### src/design/stofl_pkg.sv
package stofl_pkg;

    // ****************************************************************
    // Object map
    // ****************************************************************
    localparam logic [15:0] OBJ_FAULT_CAUSE_CODE = 16'h603F;

    // ****************************************************************
    // Cause codes and fieldbus codes
    // ****************************************************************
    localparam logic [15:0] CAUSE_NONE       = 16'h0000;
    localparam logic [15:0] CAUSE_STO        = 16'hFF80;
    localparam logic [15:0] CAUSE_DIAG       = 16'hFF81;
    localparam logic [15:0] CAUSE_SUPPLY     = 16'hFF85;
    localparam logic [11:0] BUS_CODE_NONE    = 12'h000;
    localparam logic [11:0] BUS_CODE_STO     = 12'h11E;
    localparam logic [11:0] BUS_CODE_DIAG    = 12'h11F;
    localparam logic [11:0] BUS_CODE_SUPPLY  = 12'h120;

    // ****************************************************************
    // Control and status word bit positions
    // ****************************************************************
    localparam int unsigned SW_FAULT_BIT     = 3;
    localparam int unsigned CW_RESET_BIT     = 7;

    // ****************************************************************
    // Timing
    // ****************************************************************
    localparam int unsigned CLK_HZ           = 10_000_000;
    localparam int unsigned RESP_MAX_MS      = 100;
    localparam int unsigned RESP_MAX_CYC     = (CLK_HZ / 1000) * RESP_MAX_MS;
    localparam int unsigned DISABLE_LAT_CYC  = 3;

    // ****************************************************************
    // Drive state
    // ****************************************************************
    typedef enum logic [1:0] {
        STOFL_DISABLED = 2'b00,
        STOFL_ENABLED  = 2'b01,
        STOFL_FAULT    = 2'b10
    } stofl_state_t;

endpackage

### src/design/stofl_fault_latch.sv
// Operation
// - STO input asserted while enabled latches recoverable fault FF80 / 11E.
// - Enable request while STO active is refused and latches the same fault.
// - STO asserted while disabled latches nothing; enable allowed once released.
// - Latched STO fault persists and blocks enabling until a reset arrives.
// - Statusword bit 3 is set while any fault is latched.
// - STO-circuit fault cause code is readable in fault_cause_code.
// - Controlword bit 7 rising edge clears resettable faults.
// - Diagnostic failure latches FF81 / 11F; only power cycle clears it.
// - STO supply out of limits latches FF85 / 120; only power cycle clears it.
// - STO function always active; no setting can disable it.
// - Fieldbus STO status is informational and outside the shutdown path.
// - Torque disabled well within 100 ms of the STO input switching.
// - STO during motion removes torque and lets the motor coast.
// - Indicator shows STO activation, also while the drive is disabled.
`timescale 1ns/1ps
module stofl_fault_latch (
    input  wire logic        clk_sys,
    input  wire logic        resetn,
    input  wire logic        sto_in_n,
    input  wire logic        diag_fail,
    input  wire logic        supply_bad,
    input  wire logic        enable_req,
    input  wire logic [15:0] controlword,
    input  wire logic [15:0] obj_index,
    output logic      [15:0] obj_data,
    output logic             obj_hit,
    output logic      [15:0] statusword,
    output logic      [15:0] fault_cause_code,
    output logic      [11:0] bus_error_code,
    output logic             torque_enable,
    output logic             coast_n,
    output logic             sto_active_led,
    output logic             sto_status
);

    // ****************************************************************
    // Input synchronisers
    // ****************************************************************
    logic [1:0] sync_sto_n;
    logic [1:0] sync_diag;
    logic [1:0] sync_supply;
    logic       sto_active;
    logic       diag_s;
    logic       supply_s;

    // Two flops for every pin from outside the clock domain
    always_ff @(posedge clk_sys or negedge resetn) begin
        if (!resetn) begin
            sync_sto_n  <= 2'h0;
            sync_diag   <= 2'h0;
            sync_supply <= 2'h0;
        end else begin
            sync_sto_n  <= {sync_sto_n[0], sto_in_n};
            sync_diag   <= {sync_diag[0], diag_fail};
            sync_supply <= {sync_supply[0], supply_bad};
        end
    end

    // Input low means torque is to be removed; reset reads as active
    assign sto_active = ~sync_sto_n[1];
    assign diag_s     = sync_diag[1];
    assign supply_s   = sync_supply[1];

    // ****************************************************************
    // Reset edge detect on controlword bit 7
    // ****************************************************************
    logic cw_reset_q;
    logic reset_edge;

    // Controlword is same-domain logic, so no synchroniser
    always_ff @(posedge clk_sys or negedge resetn) begin
        if (!resetn) begin
            cw_reset_q <= 1'b1;
        end else begin
            cw_reset_q <= controlword[stofl_pkg::CW_RESET_BIT];
        end
    end

    assign reset_edge = controlword[stofl_pkg::CW_RESET_BIT] & ~cw_reset_q;

    // ****************************************************************
    // Fault latches and drive state
    // ****************************************************************
    stofl_pkg::stofl_state_t state;
    stofl_pkg::stofl_state_t next_state;
    logic                    sto_fault;
    logic                    next_sto_fault;
    logic                    diag_fault;
    logic                    next_diag_fault;
    logic                    supply_fault;
    logic                    next_supply_fault;
    logic                    any_fault;

    // Next state; fault sets take priority over the reset edge
    always_comb begin
        next_state        = state;
        next_sto_fault    = sto_fault;
        next_diag_fault   = diag_fault | diag_s;
        next_supply_fault = supply_fault | supply_s;
        if (reset_edge) begin
            next_sto_fault = 1'b0;
        end
        case (state)
            stofl_pkg::STOFL_DISABLED: begin
                if (enable_req && sto_active) begin
                    next_sto_fault = 1'b1;
                    next_state     = stofl_pkg::STOFL_FAULT;
                end else if (enable_req && !sto_fault && !next_diag_fault && !next_supply_fault) begin
                    next_state = stofl_pkg::STOFL_ENABLED;
                end
            end
            stofl_pkg::STOFL_ENABLED: begin
                if (sto_active) begin
                    next_sto_fault = 1'b1;
                    next_state     = stofl_pkg::STOFL_FAULT;
                end else if (next_diag_fault || next_supply_fault) begin
                    next_state = stofl_pkg::STOFL_FAULT;
                end else if (!enable_req) begin
                    next_state = stofl_pkg::STOFL_DISABLED;
                end
            end
            stofl_pkg::STOFL_FAULT: begin
                // Leave only when every latched fault is gone
                if (!next_sto_fault && !next_diag_fault && !next_supply_fault) begin
                    next_state = stofl_pkg::STOFL_DISABLED;
                end
            end
            default: begin
                next_state = stofl_pkg::STOFL_FAULT;
            end
        endcase
    end

    // Only the power-on reset clears the safety-class faults
    always_ff @(posedge clk_sys or negedge resetn) begin
        if (!resetn) begin
            state        <= stofl_pkg::STOFL_DISABLED;
            sto_fault    <= 1'b0;
            diag_fault   <= 1'b0;
            supply_fault <= 1'b0;
        end else begin
            state        <= next_state;
            sto_fault    <= next_sto_fault;
            diag_fault   <= next_diag_fault;
            supply_fault <= next_supply_fault;
        end
    end

    assign any_fault = sto_fault | diag_fault | supply_fault;

    // ****************************************************************
    // Torque path
    // ****************************************************************
    // Hardwired from the synchronised input; status words never feed it
    always_comb begin
        torque_enable = (state == stofl_pkg::STOFL_ENABLED) & ~sto_active;
        coast_n       = ~sto_active;
    end

    // ****************************************************************
    // Status reporting
    // ****************************************************************
    logic [15:0] next_cause;
    logic [11:0] next_bus_code;
    logic [15:0] next_statusword;

    // Safety-class faults outrank the recoverable one in the cause object
    always_comb begin
        next_cause    = stofl_pkg::CAUSE_NONE;
        next_bus_code = stofl_pkg::BUS_CODE_NONE;
        if (next_diag_fault) begin
            next_cause    = stofl_pkg::CAUSE_DIAG;
            next_bus_code = stofl_pkg::BUS_CODE_DIAG;
        end else if (next_supply_fault) begin
            next_cause    = stofl_pkg::CAUSE_SUPPLY;
            next_bus_code = stofl_pkg::BUS_CODE_SUPPLY;
        end else if (next_sto_fault) begin
            next_cause    = stofl_pkg::CAUSE_STO;
            next_bus_code = stofl_pkg::BUS_CODE_STO;
        end
        next_statusword = 16'h0000;
        next_statusword[stofl_pkg::SW_FAULT_BIT] = next_sto_fault | next_diag_fault | next_supply_fault;
    end

    always_ff @(posedge clk_sys or negedge resetn) begin
        if (!resetn) begin
            fault_cause_code <= 16'h0000;
            bus_error_code   <= 12'h000;
            statusword       <= 16'h0000;
            sto_active_led   <= 1'b0;
            sto_status       <= 1'b0;
        end else begin
            fault_cause_code <= next_cause;
            bus_error_code   <= next_bus_code;
            statusword       <= next_statusword;
            sto_active_led   <= sto_active;
            sto_status       <= sto_active;
        end
    end

    // ****************************************************************
    // Object read port
    // ****************************************************************
    always_comb begin
        obj_hit  = (obj_index == stofl_pkg::OBJ_FAULT_CAUSE_CODE);
        obj_data = obj_hit ? fault_cause_code : 16'h0000;
    end

    // ****************************************************************
    // Assertions
    // ****************************************************************
    property p_sto_enabled_latch;
        @(posedge clk_sys) disable iff (!resetn)
        (state == stofl_pkg::STOFL_ENABLED && sto_active && !diag_s && !supply_s && !diag_fault && !supply_fault)
            |=> (sto_fault && fault_cause_code == 16'hFF80 && bus_error_code == 12'h11E);
    endproperty
    a_sto_enabled_latch: assert property (p_sto_enabled_latch) else $error("STO while enabled not latched");

    property p_enable_refused;
        @(posedge clk_sys) disable iff (!resetn)
        (state == stofl_pkg::STOFL_DISABLED && enable_req && sto_active)
            |=> (state == stofl_pkg::STOFL_FAULT && sto_fault && !torque_enable);
    endproperty
    a_enable_refused: assert property (p_enable_refused) else $error("Enable not refused under STO");

    property p_disabled_no_fault;
        @(posedge clk_sys) disable iff (!resetn)
        (state == stofl_pkg::STOFL_DISABLED && sto_active && !enable_req && !sto_fault) |=> !sto_fault;
    endproperty
    a_disabled_no_fault: assert property (p_disabled_no_fault) else $error("Fault latched while disabled");

    property p_fault_holds;
        @(posedge clk_sys) disable iff (!resetn)
        (sto_fault && !reset_edge) |=> (sto_fault && state != stofl_pkg::STOFL_ENABLED);
    endproperty
    a_fault_holds: assert property (p_fault_holds) else $error("STO fault lost without reset");

    property p_status_bit;
        @(posedge clk_sys) disable iff (!resetn)
        statusword == {12'h000, (sto_fault | diag_fault | supply_fault), 3'h0};
    endproperty
    a_status_bit: assert property (p_status_bit) else $error("Statusword bit 3 wrong");

    property p_reset_clears;
        @(posedge clk_sys) disable iff (!resetn)
        (reset_edge && !diag_fault && !supply_fault && !diag_s && !supply_s && state == stofl_pkg::STOFL_FAULT)
            |=> (!sto_fault && fault_cause_code == 16'h0000 && !statusword[3]);
    endproperty
    a_reset_clears: assert property (p_reset_clears) else $error("Reset did not clear STO fault");

    property p_diag_sticky;
        @(posedge clk_sys) disable iff (!resetn)
        diag_fault |=> (diag_fault && fault_cause_code == 16'hFF81 && bus_error_code == 12'h11F);
    endproperty
    a_diag_sticky: assert property (p_diag_sticky) else $error("Diagnostic fault cleared");

    property p_supply_sticky;
        @(posedge clk_sys) disable iff (!resetn)
        (supply_fault && !diag_fault) |=> (supply_fault && (diag_fault || fault_cause_code == 16'hFF85));
    endproperty
    a_supply_sticky: assert property (p_supply_sticky) else $error("Supply fault cleared");

    property p_torque_off;
        @(posedge clk_sys) disable iff (!resetn)
        $fell(sto_in_n) |-> ##[1:3] !torque_enable;
    endproperty
    a_torque_off: assert property (p_torque_off) else $error("Torque not removed");

    property p_led;
        @(posedge clk_sys) disable iff (!resetn)
        sto_active |=> sto_active_led;
    endproperty
    a_led: assert property (p_led) else $error("STO indicator not lit");

    // Output-side checks on the torque path and status copies
    property p_coast_free;
        @(posedge clk_sys) disable iff (!resetn)
        sto_active |-> (!coast_n && !torque_enable);
    endproperty
    a_coast_free: assert property (p_coast_free) else $error("Motor not left to coast under STO");

    property p_torque_gate;
        @(posedge clk_sys) disable iff (!resetn)
        torque_enable |-> (state == stofl_pkg::STOFL_ENABLED && !sto_active && !any_fault);
    endproperty
    a_torque_gate: assert property (p_torque_gate) else $error("Torque enabled with STO or fault");

    property p_sto_status;
        @(posedge clk_sys) disable iff (!resetn)
        sto_active |=> sto_status;
    endproperty
    a_sto_status: assert property (p_sto_status) else $error("STO status not reported");

    property p_clear_cause;
        @(posedge clk_sys) disable iff (!resetn)
        ($fell(sto_fault) && !diag_fault && !supply_fault) |-> (fault_cause_code == 16'h0000 && !statusword[3]);
    endproperty
    a_clear_cause: assert property (p_clear_cause) else $error("Cause object not cleared");

endmodule

### config.mk
export PLATFORM = sky130hd
export DESIGN_NAME = stofl_fault_latch
export DESIGN_NICKNAME = d
export VERILOG_FILES = /design/src/design/stofl_pkg.sv /design/src/design/stofl_fault_latch.sv
export SDC_FILE = /design/constraint.sdc
export NUM_CORES = 1
export LEC_CHECK = 0
export BUFFER_PORTS_ARGS = -buffer_cell sky130_fd_sc_hd__buf_2
export CORE_MARGIN = 1
export CORE_UTILIZATION = 36
export DETAILED_ROUTE_END_ITERATION = 7
export HOLD_SLACK_MARGIN = 0.1
export PLACE_DENSITY = 0.79
export SLEW_MARGIN = 10
export SYNTH_ARGS = -nofsm -noshare
export SYNTH_HDL_FRONTEND = slang
export SYNTH_SLANG_ARGS = --single-unit
### constraint.sdc
create_clock -name clk_sys -period 2.41 [get_ports clk_sys]
set_input_delay 0.3615 -clock clk_sys [delete_from_list [all_inputs] [get_ports clk_sys]]
set_output_delay 0.3615 -clock clk_sys [all_outputs]
set_load 0.005 [all_outputs]
==> results.sh, run 1 <==
export IMPL_yosysTopAreaCell="dfrtp_1"
export IMPL_status="complete, but fails checks"
export IMPL_hold_path_class="in2reg"
export IMPL_synth_edf_count=0
export IMPL_antenna_found_initial=0
export IMPL_finalHoldViolCount=0
export IMPL_drive_gt1_share_pct=47.5
export IMPL_endpoint_kind="output pin"
export IMPL_syn_area_sq_um=1090
export IMPL_clk_latency_ps=290
export IMPL_tightest_slew_ps=496
export IMPL_synthSimpleGateAreaFrac_pct=16.2
export IMPL_cts_tree="done"
export IMPL_drtIter0Drc=31
export IMPL_violations="design-rule violations"
export IMPL_finalPower_mw=0.543
export IMPL_synth_mux_area_fraction_pct=0
export IMPL_ys_ff_latch=18
export IMPL_synth_compound_area_share_pct=3.79
export IMPL_synth_top_area_share_pct=39.0
export IMPL_ys_top_cells_by_area="dfrtp_1 (39%), buf_4 (37%), dfstp_2 (2.4%)"
export IMPL_ir_drop_mv=0.314
export IMPL_power_density_nw_per_um2=463
export IMPL_async_flop_share_pct=100
export IMPL_yosys_warnings=0
export IMPL_ios=103
export IMPL_cts_root_buffer="clkbuf_4"
export IMPL_critPathMaxFanout=9
export IMPL_critPathKind="in2out"
export IMPL_area_growth_pct=7.46
export IMPL_synthAdderAreaFrac_pct=0
export IMPL_crit_arrival_ps=1740
export IMPL_io_buffers=57
export IMPL_rsz0062_at_grt="false"
export IMPL_slew_violations=0
export IMPL_first_global_vias=478
export IMPL_cts_buffers_inserted=3
export IMPL_synth_xor_area_share_pct=0
export IMPL_drtAntennaViolNets=0
export IMPL_finalSetupViolCount=0
export IMPL_holdBufCountCts=1
export IMPL_row_count=19
export IMPL_required_ps=2050
export IMPL_gp_congestion=0.765
export IMPL_routed_wl_microns=1530
export IMPL_n_antenna_cell=0
export IMPL_cts_sinks=18
export IMPL_cts_buffer_depth=2
export IMPL_setup_ws_ps=310
export IMPL_cp_start_kind="input port"
export IMPL_place_ws_ps=283
export IMPL_vias=672
export IMPL_fin_crit_sh_pct=87.2
export IMPL_fin_nets=180
export IMPL_gr_usage_all_layers_pct=8.74
export IMPL_holdWs_ps=166
export IMPL_ctsResizeCount=0
export IMPL_avgSynthCellArea_sq_um=10.6
export IMPL_via_per_inst=3.91
export IMPL_die_y_microns=57.0
export IMPL_cts_setup_buffers=0
export IMPL_start_util_pct=38.8
export IMPL_h_tree_depth=1
export IMPL_fin_setup_tns_ps=0
export IMPL_syn_inst=103
export IMPL_hpwl_microns=1250
export IMPL_grt_max_degree=19
export IMPL_synth_ff_type="dfrtp_1"
export IMPL_maxCapViolCount=0
export IMPL_die_w_microns=57.0
export IMPL_yosysSeqAreaShare_pct=41.4
export IMPL_drc_errors=20
export IMPL_firstDrtPassIters=6
export IMPL_die_area_sq_um=3250
export IMPL_core_sq_um=2810
export IMPL_grt_overflow_total=0
export IMPL_slew_headroom_pct=66.7
export IMPL_grt_pass1_wl_microns=2120
export IMPL_path_clk_slew_ps=100
export IMPL_post_drt_wl_per_cell_microns=8.88
export IMPL_period_needed_ps=2100
export IMPL_ys_types=26
export IMPL_fin_util_pct=41.7
export IMPL_fmax_ghz=0.476
export IMPL_p_leak_nw=0.631
export IMPL_synth_top_family_by_area="buffers and inverters"
export IMPL_fin_skew_ps=4.71
==> layout make-up <==
cell class | count | area (sq um)
Clock buffer | 4 | 36.3
Fill cell | 270 | 1630
Multi-Input combinational cell | 56 | 330
Inverter | 5 | 18.8
Sequential cell | 18 | 452
Timing Repair Buffer | 58 | 295
Tap cell | 31 | 38.8
==> power breakdown <==
part           switching, mW  leakage (nW)  internal, mW
combinational         0.0268         0.414        0.0202
sequential           0.00335         0.195         0.309
clock                 0.0910        0.0210        0.0921
total                  0.121         0.631         0.422
==> per-stage QoR <==
step                cells  cell area (sq um)
floorplan             132               1200
global placement      167               1120
detailed placement    167               1120
CTS                   172               1170
global route          172               1170
finish                172               1170
==> Yosys cell counts (2+ instances only) <==
master / count
buf_4: 53
nand2b_1: 2
inv_1: 4
nand2_1: 2
or2_1: 2
dfrtp_1: 17
nor2b_1: 2
and2_1: 3
==> critical path, stage by stage <==
cell	delay, ps
buf_2	100
or4b_4	540
nor4_4	310
and2_1	280
buf_2	150
==> registers in the layout, summed over array words and instances, names as in the netlist <==
| name | flops |
|---|---|
| sync_diag | 2 |
| state | 2 |
| supply_fault | 1 |
| sto_fault | 1 |
| bus_error_code | 3 |
| fault_cause_code | 2 |
| sync_supply | 2 |
| statusword | 1 |
| cw_reset_q | 1 |
| sto_status | 1 |
| sync_sto_n | 2 |
==> cell families (layout without fill, tap and decap cells) <==
logic type             count (synthesis)  in the layout
other                                  1             30
and+or+nand+nor                       21             21
buffers and inverters                 58             67
DFF                                   18             18
AOI/OAI and AO/OA                      5              5
==> cells in the final DEF (no fill, tap or decap) <==
master / n
conb_1: 30
or4b_4: 1
dlygate4sd3_1: 1
dfstp_2: 1
nand4b_1: 1
nor2b_1: 2
or4b_1: 1
clkbuf_8: 1
nor3_1: 1
o32a_1: 1
nand2b_1: 2
clkbuf_4: 3
nor2_1: 1
inv_2: 1
inv_1: 4
nand3b_1: 1
or2_1: 2
a211oi_1: 1
nand4b_4: 1
a2bb2oi_1: 1
nor4_2: 1
nand2_1: 2
nor4_4: 1
buf_2: 57
o21bai_1: 1
and3_1: 1
dfrtp_1: 17
and2_1: 3
a22oi_1: 1
==> per-layer routing <==
layer | vias to the layer above | part of all wire (%) | wire length (microns) | global-route usage, %
li1 | 321 | - | - | -
met1 | 297 | 39 | 593 | 11.5
met2 | 52 | 50 | 757 | 13.1
met3 | 2 | 10 | 154 | 1.36
met4 | 0 | 1.4 | 22 | 6.27
met5 | - | 0 | 0 | 0
==> worst paths after layout <==
check	endpoint	from	cells past startpoint	slack [ps]
min in group asynchronous	sync_supply[0]	resetn	2	500
worst max-delay path	obj_data[10]	obj_index[9]	5	310
worst max register to register	state[1]	sync_supply[1]	3	1090
max in group asynchronous	cw_reset_q	resetn	2	1600
worst min-delay path	sync_supply[0]	supply_bad	1	170
worst min register to register	sync_supply[1]	sync_supply[0]	0	360
Note: power is estimated with default switching activity, not from simulation.
==> inputs of run 2 (changes only) <==
--- a/config.mk
+++ b/config.mk
@@ -6,11 +6,15 @@
 export NUM_CORES = 1
 export LEC_CHECK = 0
 export BUFFER_PORTS_ARGS = -buffer_cell sky130_fd_sc_hd__buf_2
+export CELL_PAD_IN_SITES_DETAIL_PLACEMENT = 1
+export CELL_PAD_IN_SITES_GLOBAL_PLACEMENT = 1
 export CORE_MARGIN = 1
-export CORE_UTILIZATION = 36
+export CORE_UTILIZATION = 24
 export DETAILED_ROUTE_END_ITERATION = 7
 export HOLD_SLACK_MARGIN = 0.1
-export PLACE_DENSITY = 0.79
+export PLACE_DENSITY = 0.78
+export RECOVER_POWER = 50
+export SETUP_SLACK_MARGIN = 0.2
 export SLEW_MARGIN = 10
 export SYNTH_ARGS = -nofsm -noshare
 export SYNTH_HDL_FRONTEND = slang
==> results.sh, run 2 (synthesis results as in run 1) <==
export IMPL_status="finished clean"
export IMPL_cts_root_buffer="clkbuf_8"
export IMPL_tightest_slew_ps=923
export IMPL_firstDrtPassIters=2
export IMPL_finalSetupViolCount=0
export IMPL_p_leak_nw=0.634
export IMPL_n_antenna_cell=0
export IMPL_crit_arrival_ps=1710
export IMPL_slew_violations=0
export IMPL_endpoint_kind="output pin"
export IMPL_reg2regPathDepth=3
export IMPL_vias=716
export IMPL_grt_overflow_total=0
export IMPL_h_tree_depth=1
export IMPL_clk_latency_ps=250
export IMPL_final_common_cell="buf_2"
export IMPL_fin_nets=180
export IMPL_cts_buffer_depth=2
export IMPL_fmax_ghz=0.483
export IMPL_row_count=24
export IMPL_gr_usage_all_layers_pct=7.33
export IMPL_drtIter0Drc=3
export IMPL_slew_headroom_pct=38.5
export IMPL_rsz0062_at_grt="false"
export IMPL_hold_path_class="in2reg"
export IMPL_ir_drop_mv=0.356
export IMPL_power_density_nw_per_um2=493
export IMPL_die_w_microns=69.4
export IMPL_routed_wl_microns=1840
export IMPL_grt_max_degree=19
export IMPL_period_needed_ps=2070
export IMPL_r2r_start="sync_supply[1]"
export IMPL_antenna_found_initial=0
export IMPL_drc_errors=0
export IMPL_r2r_slack_ps=1110
export IMPL_holdWs_ps=213
export IMPL_drtAntennaViolNets=0
export IMPL_hpwl_microns=1560
export IMPL_area_growth_pct=11.4
export IMPL_gp_congestion=0.785
export IMPL_placement_cell_area_sq_um=1150
export IMPL_die_area_sq_um=4810
export IMPL_ios=103
export IMPL_first_global_vias=600
export IMPL_crit_end="obj_data[13]"
export IMPL_maxCapViolCount=0
export IMPL_drive_gt1_share_pct=46.1
export IMPL_path_clk_slew_ps=60
export IMPL_final_cell_mix="buf_2 (54), conb_1 (30), dfrtp_1 (17)"
export IMPL_post_drt_wl_per_cell_microns=9.52
export IMPL_final_area_sq_um=1210
export IMPL_die_y_microns=69.4
export IMPL_core_sq_um=4350
export IMPL_cts_buffers_inserted=3
export IMPL_largest_register_ffs=3
export IMPL_critPathKind="in2out"
export IMPL_grt_pass1_wl_microns=2740
export IMPL_r2r_end="state[1]"
export IMPL_cp_start_kind="input port"
export IMPL_fin_crit_sh_pct=85.9
export IMPL_fin_skew_ps=1.28
export IMPL_critPathMaxFanout=9
export IMPL_finalHoldViolCount=0
export IMPL_fin_setup_tns_ps=0
export IMPL_required_ps=2050
export IMPL_io_buffers=57
export IMPL_cts_setup_buffers=0
export IMPL_top_register="bus_error_code"
export IMPL_cp_startpoint="obj_index[9]"
export IMPL_via_per_inst=3.71
export IMPL_start_util_pct=25.0
export IMPL_cts_tree="done"
export IMPL_cts_sinks=18
run 2: critical path: stages:
cell	delay, ps
buf_2	100
or4b_4	540
nor4_4	320
and2_2	250
buf_2	130
run 2: power breakdown:
part / internal, mW / switching [mW]
sequential: 0.310 / 0.00366
combinational: 0.0199 / 0.0275
clock: 0.145 / 0.0932
total: 0.475 / 0.124
run 2: repair_timing:
action	in CTS	in global routing
endpoints found under the setup margin	0	9
gates resized for setup	0	1
endpoints found under the hold margin	17	0
hold buffers	1	0
run 2: cell type report:
cell class	count	area (sq um)
timing repair buffer	58	292
inverter	5	18.8
multi-input combinational	56	332
sequential	18	452
clock buffer	4	55.1
fill	529	3140
tap	52	65.1
run 2: worst min-delay path by stage:
stage	end	cells past startpoint	startpoint	slack [ps]
floorplan	bus_error_code[0]	0	resetn	70
global placement	sync_sto_n[0]	1	resetn	300
detailed placement	sync_sto_n[0]	1	resetn	310
CTS	sync_diag[0]	1	diag_fail	210
global route	cw_reset_q	1	controlword[7]	200
finish	sync_diag[0]	1	diag_fail	210
run 2: metrics by stage:
| stage | instances | utilization, % | setup WS (ps) | total power, mW |
|---|---|---|---|---|
| floorplan | 132 | - | 377 | 0.373 |
| global placement | 188 | 26.4 | 281 | 0.363 |
| detailed placement | 188 | 26.4 | 262 | 0.366 |
| CTS | 193 | 27.9 | 259 | 0.609 |
| global route | 193 | 27.9 | 254 | 0.627 |
| finish | 193 | 27.9 | 340 | 0.599 |
run 2: metal layers:
layer	part of all wire (%)	vias up	track usage (%)	wire, microns
met1	34	328	7.54	618
met3	14	5	2.62	255
met4	1.6	0	3.40	29
li1	-	323	-	-
met2	51	60	13.2	934
met5	0	-	0	0
